File: config.mk
export PLATFORM = sky130hd
export DESIGN_NAME = dual_adc_output_interface
export DESIGN_NICKNAME = d
export VERILOG_FILES = /design/src/core/adc_out_pkg.sv /design/src/core/dual_adc_output_interface.sv
export VERILOG_INCLUDE_DIRS = /design/src /design/src/core
export SDC_FILE = /design/constraint.sdc
export NUM_CORES = 1
export LEC_CHECK = 0
export BUFFER_PORTS_ARGS = -buffer_cell sky130_fd_sc_hd__buf_2
export CORE_MARGIN = 3
export CORE_UTILIZATION = 30
export CTS_BUF_LIST = sky130_fd_sc_hd__clkbuf_4
export CTS_CLUSTER_SIZE = 30
export DETAILED_ROUTE_END_ITERATION = 16
export PLACE_DENSITY = 0.44
export SLEW_MARGIN = 20
export SYNTH_ARGS = -nofsm -noshare
export SYNTH_HDL_FRONTEND = slang
export SYNTH_SLANG_ARGS = --single-unit
File: constraint.sdc
create_clock -name clock_in -period 1.2 [get_ports clock_in]
set_clock_uncertainty 0.05 [all_clocks]
set_input_delay 0.18 -clock clock_in [delete_from_list [all_inputs] [get_ports clock_in]]
set_output_delay 0.18 -clock clock_in [all_outputs]
set_load 0.01 [all_outputs]
File: src/core/adc_out_cfg.svh
// Constants for the dual converter output stage.
`ifndef ADC_OUT_CFG_SVH
`define ADC_OUT_CFG_SVH
`define ADC_WIDTH 12
`define ADC_LATENCY 6
`define ADC_CODE_MAX 12'hFFF
`define ADC_CODE_MID 12'h800
`define ADC_CODE_MIN 12'h000
`define ADC_CODE_HALF_POS 12'hC00
`define ADC_CODE_HALF_NEG 12'h400
`define ADC_PIPE_RESET 13'h0000
`define ADC_FLOAT_RESET 2'h0
`define ADC_DRIVE_RESET 2'h3
`define ADC_WARM_RESET 4'h0
`endif

File: src/core/adc_out_pkg.sv
// Types for the dual converter output stage.
`include "adc_out_cfg.svh"
package adc_out_pkg;
    typedef logic [`ADC_WIDTH-1:0] offset_binary_code_t;
endpackage : adc_out_pkg

File: src/core/dual_adc_output_interface.sv
// Digital output side of a dual-channel converter: pipeline, flag and float control.
`include "adc_out_cfg.svh"
`timescale 1ns/1ns
`default_nettype none
module dual_adc_output_interface
    import adc_out_pkg::*;
(
    input wire logic clock_in,
    input wire logic resetn_in,
    input wire logic [`ADC_WIDTH-1:0] sample_a_in,
    input wire logic [`ADC_WIDTH-1:0] sample_b_in,
    input wire logic range_exceeded_a_in,
    input wire logic range_exceeded_b_in,
    input wire logic float_a_in,
    input wire logic float_b_in,
    output logic [`ADC_WIDTH-1:0] offset_binary_code_a_out,
    output logic [`ADC_WIDTH-1:0] offset_binary_code_b_out,
    output logic range_exceeded_flag_a_out,
    output logic range_exceeded_flag_b_out,
    output logic drive_en_a_out,
    output logic drive_en_b_out
);
    // ------------------------------------------------------------------
    // Conversion pipeline
    // ------------------------------------------------------------------
    // Codes arrive already in offset binary from the quantiser, so no recoding is done.
    // Each channel has its own pipeline; the flag rides as the top bit of each word.
    // Carrying the flag inside the same word as its code means the two can never
    // drift apart, whatever latency is chosen.
    // Both pipelines load on the same edge, so the channels stay aligned.
    localparam int W = `ADC_WIDTH + 1;
    logic [W-1:0] pipe_a_q [`ADC_LATENCY];
    logic [W-1:0] pipe_b_q [`ADC_LATENCY];
    logic [1:0] float_s1_q;
    logic [1:0] drive_q;
    logic [3:0] warm_q;
    logic [3:0] warm_d;
    wire logic [W-1:0] in_a = {range_exceeded_a_in, sample_a_in};
    wire logic [W-1:0] in_b = {range_exceeded_b_in, sample_b_in};

    // The first stage takes the fresh samples of both channels.
    always_ff @(posedge clock_in) begin
        if (!resetn_in) begin
            pipe_a_q[0] <= `ADC_PIPE_RESET;
            pipe_b_q[0] <= `ADC_PIPE_RESET;
        end else begin
            pipe_a_q[0] <= in_a;
            pipe_b_q[0] <= in_b;
        end
    end

    // Every later stage just hands its word on; no stage ever holds or skips,
    // so the delay is fixed and exactly the configured number of edges.
    genvar g;
    generate
        for (g = 1; g < `ADC_LATENCY; g++) begin : g_stage
            always_ff @(posedge clock_in) begin
                if (!resetn_in) begin
                    pipe_a_q[g] <= `ADC_PIPE_RESET;
                    pipe_b_q[g] <= `ADC_PIPE_RESET;
                end else begin
                    pipe_a_q[g] <= pipe_a_q[g-1];
                    pipe_b_q[g] <= pipe_b_q[g-1];
                end
            end
        end
    endgenerate

    // ------------------------------------------------------------------
    // Outputs
    // ------------------------------------------------------------------
    // Float control is a pin, so it passes two flip-flops before use.
    // The second flop holds the enable itself, already inverted, so the
    // enable outputs come straight from a register with no gate after it.
    // Reset leaves both channels driving, as the pin's pull-down would.
    // The control is meant as a static test setting; a change takes two
    // edges to reach the enable, and no attempt is made to hide that.
    always_ff @(posedge clock_in) begin
        if (!resetn_in) begin
            float_s1_q <= `ADC_FLOAT_RESET;
            drive_q <= `ADC_DRIVE_RESET;
        end else begin
            float_s1_q <= {float_b_in, float_a_in};
            drive_q <= ~float_s1_q;
        end
    end

    // ------------------------------------------------------------------
    // Pipeline fill tracking
    // ------------------------------------------------------------------
    // Counts edges since reset left, saturating at the latency. Only the
    // checks read it: once it is full, every output word belongs to a
    // sample taken after reset, and a reset in mid-run starts it again.
    wire logic warm_full = (warm_q == 4'(`ADC_LATENCY));
    assign warm_d = warm_full ? warm_q : warm_q + 4'h1;

    always_ff @(posedge clock_in) begin
        if (!resetn_in) begin
            warm_q <= `ADC_WARM_RESET;
        end else begin
            warm_q <= warm_d;
        end
    end

    // ------------------------------------------------------------------
    // Output taps
    // ------------------------------------------------------------------
    // The last stage feeds the pins directly; splitting it is wiring only.
    wire logic [W-1:0] last_a = pipe_a_q[`ADC_LATENCY-1];
    wire logic [W-1:0] last_b = pipe_b_q[`ADC_LATENCY-1];
    assign offset_binary_code_a_out = last_a[`ADC_WIDTH-1:0];
    assign offset_binary_code_b_out = last_b[`ADC_WIDTH-1:0];
    assign range_exceeded_flag_a_out = last_a[W-1];
    assign range_exceeded_flag_b_out = last_b[W-1];
    assign drive_en_a_out = drive_q[0];
    assign drive_en_b_out = drive_q[1];
endmodule : dual_adc_output_interface
`default_nettype wire

==> Flow_metrics.wiki <==
{| class="wikitable"
! Metric !! Value
|-
| Peak supply drop || ~0.00052 V
|-
| Worst EP required || roughly 0.97 ns
|-
| Worst skew pair latency || ~0.52 ns
|-
| Post-route cell area || roughly 5400 um2
|-
| RR Endpoint || pipe_b_q[5][7]$_SDFF_PN0_
|-
| Number of enable-type register cells in the synthesized netlist || 0
|-
| Routed via count || 2,178
|-
| Clock Power Share || 32.2%
|-
| Gr busiest metal || met2
|-
| Crit path time final || between 1 and 1.5 ns
|-
| Min setup slack post-route || -0.008617 ns
|-
| Switching share of total power || approximately 22%
|-
| Leakage Power || 2.314 nW
|-
| Source of the worst hold timing path || resetn_in
|-
| Detail Placement HPWL || approximately 3100 um
|-
| Die outline height || approximately 130 um
|-
| TritonCTS clock tree || done
|-
| Number of cells after detailed placement || 561
|-
| Element type at the critical path end || output pin
|-
| Cells traversed along the worst timing path || buf_2
|-
| Violations in the final reports || negative setup slack
|-
| Ports placed on the boundary || between 50 and 60
|-
| Slew of the pin with the lowest slew margin || between 0.2 and 0.3 ns
|-
| Yosys warning total || 0
|-
| Die footprint || between 15,000 and 20,000 um2
|-
| Area of the mapped netlist || approximately 4400 um2
|-
| Final hold violation count || 0
|-
| Hold slack || about 0.069 ns
|-
| Placer congestion estimate || 0.6002
|-
| Power Total || between 8 and 9 mW
|-
| Cell depth of the worst flop-to-flop path || 1
|-
| Total length of routed wires || between 5000 and 6000 um
|-
| Crit path max-delay family || flip-flops
|-
| Core box area || ~14,000 um2
|-
| Switching power summed over all nets || ~1.8 mW
|-
| Kind of start point of the critical path || flip-flop
|-
| Outcome || finished with violations
|-
| Post-synthesis sequential area ratio || 73.12%
|-
| Routed length per placed instance || 8.726 um
|-
| Upper clock frequency limit || 827.4 MHz
|-
| Cell Area, Placed || 4742 um2
|-
| Site row count || 43
|-
| CP Data Arrival Time || 0.98 ns
|-
| Die width || 126.8 um
|-
| GR Layer Usage met3 || 5.305%
|-
| Cell with the biggest individual delay on the critical path || dfxtp_1
|-
| Number of global-route vias before repair || between 2,000 and 2,500
|-
| Pins over their slew limit || 0
|-
| Startpoint of the lowest-slack register-to-register path || pipe_b_q[4][7]$_SDFF_PN0_
|-
| Bufs and invs on worst path || 1
|-
| First drt pass iteration count || 3
|-
| Pin count of the biggest net entering global routing || 43
|-
| Initial antenna violation count || 0
|-
| Async set-or-reset flop fraction in the synthesized netlist || 0%
|-
| Post-synthesis cell type count || 7
|-
| Number of I/O port buffers || 57
|-
| Final antenna diode count || 0
|-
| Synth Net Count || 379
|-
| Sequential cell fraction of total power || 64.4%
|-
| Pre-CTS setup slack || roughly 0.30 ns
|-
| Area leader, netlist || dfxtp_1
|-
| Most repeated cell in the gate-level netlist after synthesis || dfxtp_1
|-
| Worst-path maximum fanout || 1
|-
| Slew HR || between 80% and 90%
|-
| Cells after Synth || about 350
|-
| Starting density of the core || between 30% and 40%
|-
| Tot GR Track Use || under 10%
|-
| Max_cap viols || 0
|-
| Number of nets in the finished design || around 460
|-
| Worst min path class || in -> reg
|-
| Postcts setup bufs || 0
|-
| Category of the most critical setup path || reg -> out
|-
| Met1 track utilization from global routing || under 10%
|-
| Post-synthesis sequential element count || 160
|-
| CTS HTree Levels || 4
|-
| Leading post-synthesis cells by instance count || 160 x dfxtp_1, 158 x and2_1, 12 x buf_4, 9 x clkbuf_2, 7 x buf_2
|-
| CTS clk-pin slew, worst paths || around 0.12 ns
|-
| Detailed router's first-iteration violation count || 55
|-
| Number of instances on the worst hold path || 3
|-
| Fraction of the core area covered by cells at the end of the flow || 38.19%
|-
| Internal Dissipation || 6.658 mW
|-
| Via density || ~3.5
|-
| Clock sinks || 160
|-
| Fraction of layout cells with a size suffix above 1 || a little under a quarter
|-
| Wire length of the first global-routing pass || approximately 9500 um
|-
| Combinational Power Share || roughly 3.4%
|-
| Setup TNS Final || -0.02408 ns
|-
| Yosys top cell area share || 73.12%
|-
| Grt ovf || 0
|-
| Crit path largest cell delay || about 0.34 ns
|-
| End point of the worst hold path || drive_q[1]$_SDFF_PN1_
|-
| Cell at the root of the clock tree || clkbuf_4
|-
| Clk buf depth || 2
|-
| Power Density || about 1600 nW/um2
|-
| Endpoints failing setup || 6
|-
| Leading cell types by total area after synthesis || dfxtp_1 73%, and2_1 23%, buf_4 2.1%, clkbuf_2 1.0%, buf_2 0.80%
|-
| Synth Flop Type || dfxtp_1
|-
| Final period utilization || 100.7%
|-
| Mean instance size in the synthesized netlist || 12.55 um2
|-
| Setup repair after global routing missed its margin || true
|-
| Antenna-violating nets left || 0
|-
| Minimum setup slack among reg-to-reg paths || around 0.58 ns
|-
| Layout overhead on the synthesized area || 22.91%
|-
| Post-layout instance count excluding filler cells || about 620
|-
| Met2 capacity usage during global routing || a little over a tenth
|-
| Post-route DRC violation count || 0
|-
| Number of buffers added by the clock tree synthesis step || 17
|}
==> power groups by stage <==
stage / logic [mW] / clock network (mW) / registers, mW
4_1_cts: 0.290 / 2.90 / 5.47
2_1_floorplan: 0.146 / 0 / 5.59
6_report: 0.286 / 2.73 / 5.47
5_1_grt: 0.330 / 3.17 / 5.49
3_5_place_dp: 0.219 / 0 / 5.59
3_3_place_gp: 0.215 / 0 / 5.59
==> state kept, by name (all words and copies together) (netlist names) <==
signal / count
drive_q: 2
pipe_b_q: 78
pipe_a_q: 78
float_s1_q: 2
==> placed cells by master, fill, tap and decap left out, drive strengths merged <==
master and n:
nand2 2, clkbuf 19, buf 61, clkinv 7, dfxtp 160, and2 158
bufinv 1, clkinvlp 4, dlygate4sd3 29
==> logic make-up (layout without fill, tap and decap cells) <==
group / after synthesis / in the layout / synth area share [%]
flops: 160 / 160 / 73.12
buf+inv: 29 / 121 / 4.142
simple gates: 160 / 160 / 22.74
==> layout make-up <==
cell class,instances,area (um2)
Sequential cell,160,3222
Clock inverter,12,96.34
Clock buffer,19,142.6
Tap cell,180,225.2
Fill cell,1419,8712
Timing Repair Buffer,90,701.9
Multi-Input combinational cell,160,996.0
==> how the worst max path moves through the flow <==
| stage | from | end | slack, ns | depth (start not counted) |
|---|---|---|---|---|
| 3_3_place_gp | resetn_in | pipe_b_q[0][2]$_SDFF_PN0_ | 0.32 | 3 |
| 5_1_grt | drive_q[0]$_SDFF_PN1_ | drive_en_a_out | -0.15 | 1 |
| 6_report | drive_q[0]$_SDFF_PN1_ | drive_en_a_out | -0.009 | 1 |
| 3_5_place_dp | resetn_in | pipe_b_q[5][11]$_SDFF_PN0_ | 0.30 | 3 |
| 2_1_floorplan | resetn_in | pipe_b_q[0][10]$_SDFF_PN0_ | 0.48 | 3 |
| 4_1_cts | drive_q[1]$_SDFF_PN1_ | drive_en_b_out | -0.09 | 1 |
==> metal layers <==
| layer | routed length, um | up-vias | share of wire, % |
|---|---|---|---|
| met5 | 0 | - | 0 |
| met4 | 135 | 0 | 2.5 |
| met3 | 431 | 12 | 8.0 |
| met2 | 2179 | 56 | 40 |
| met1 | 2673 | 915 | 49 |
| li1 | - | 1195 | - |
==> repair_timing <==
item,4_1_cts,5_1_grt
hold buffers,29,0
endpoints found under the hold margin,28,0
gates cloned,0,0
resized for setup,10,20
setup endpoints to repair,28,28
Power figures use the tool's default switching activity.
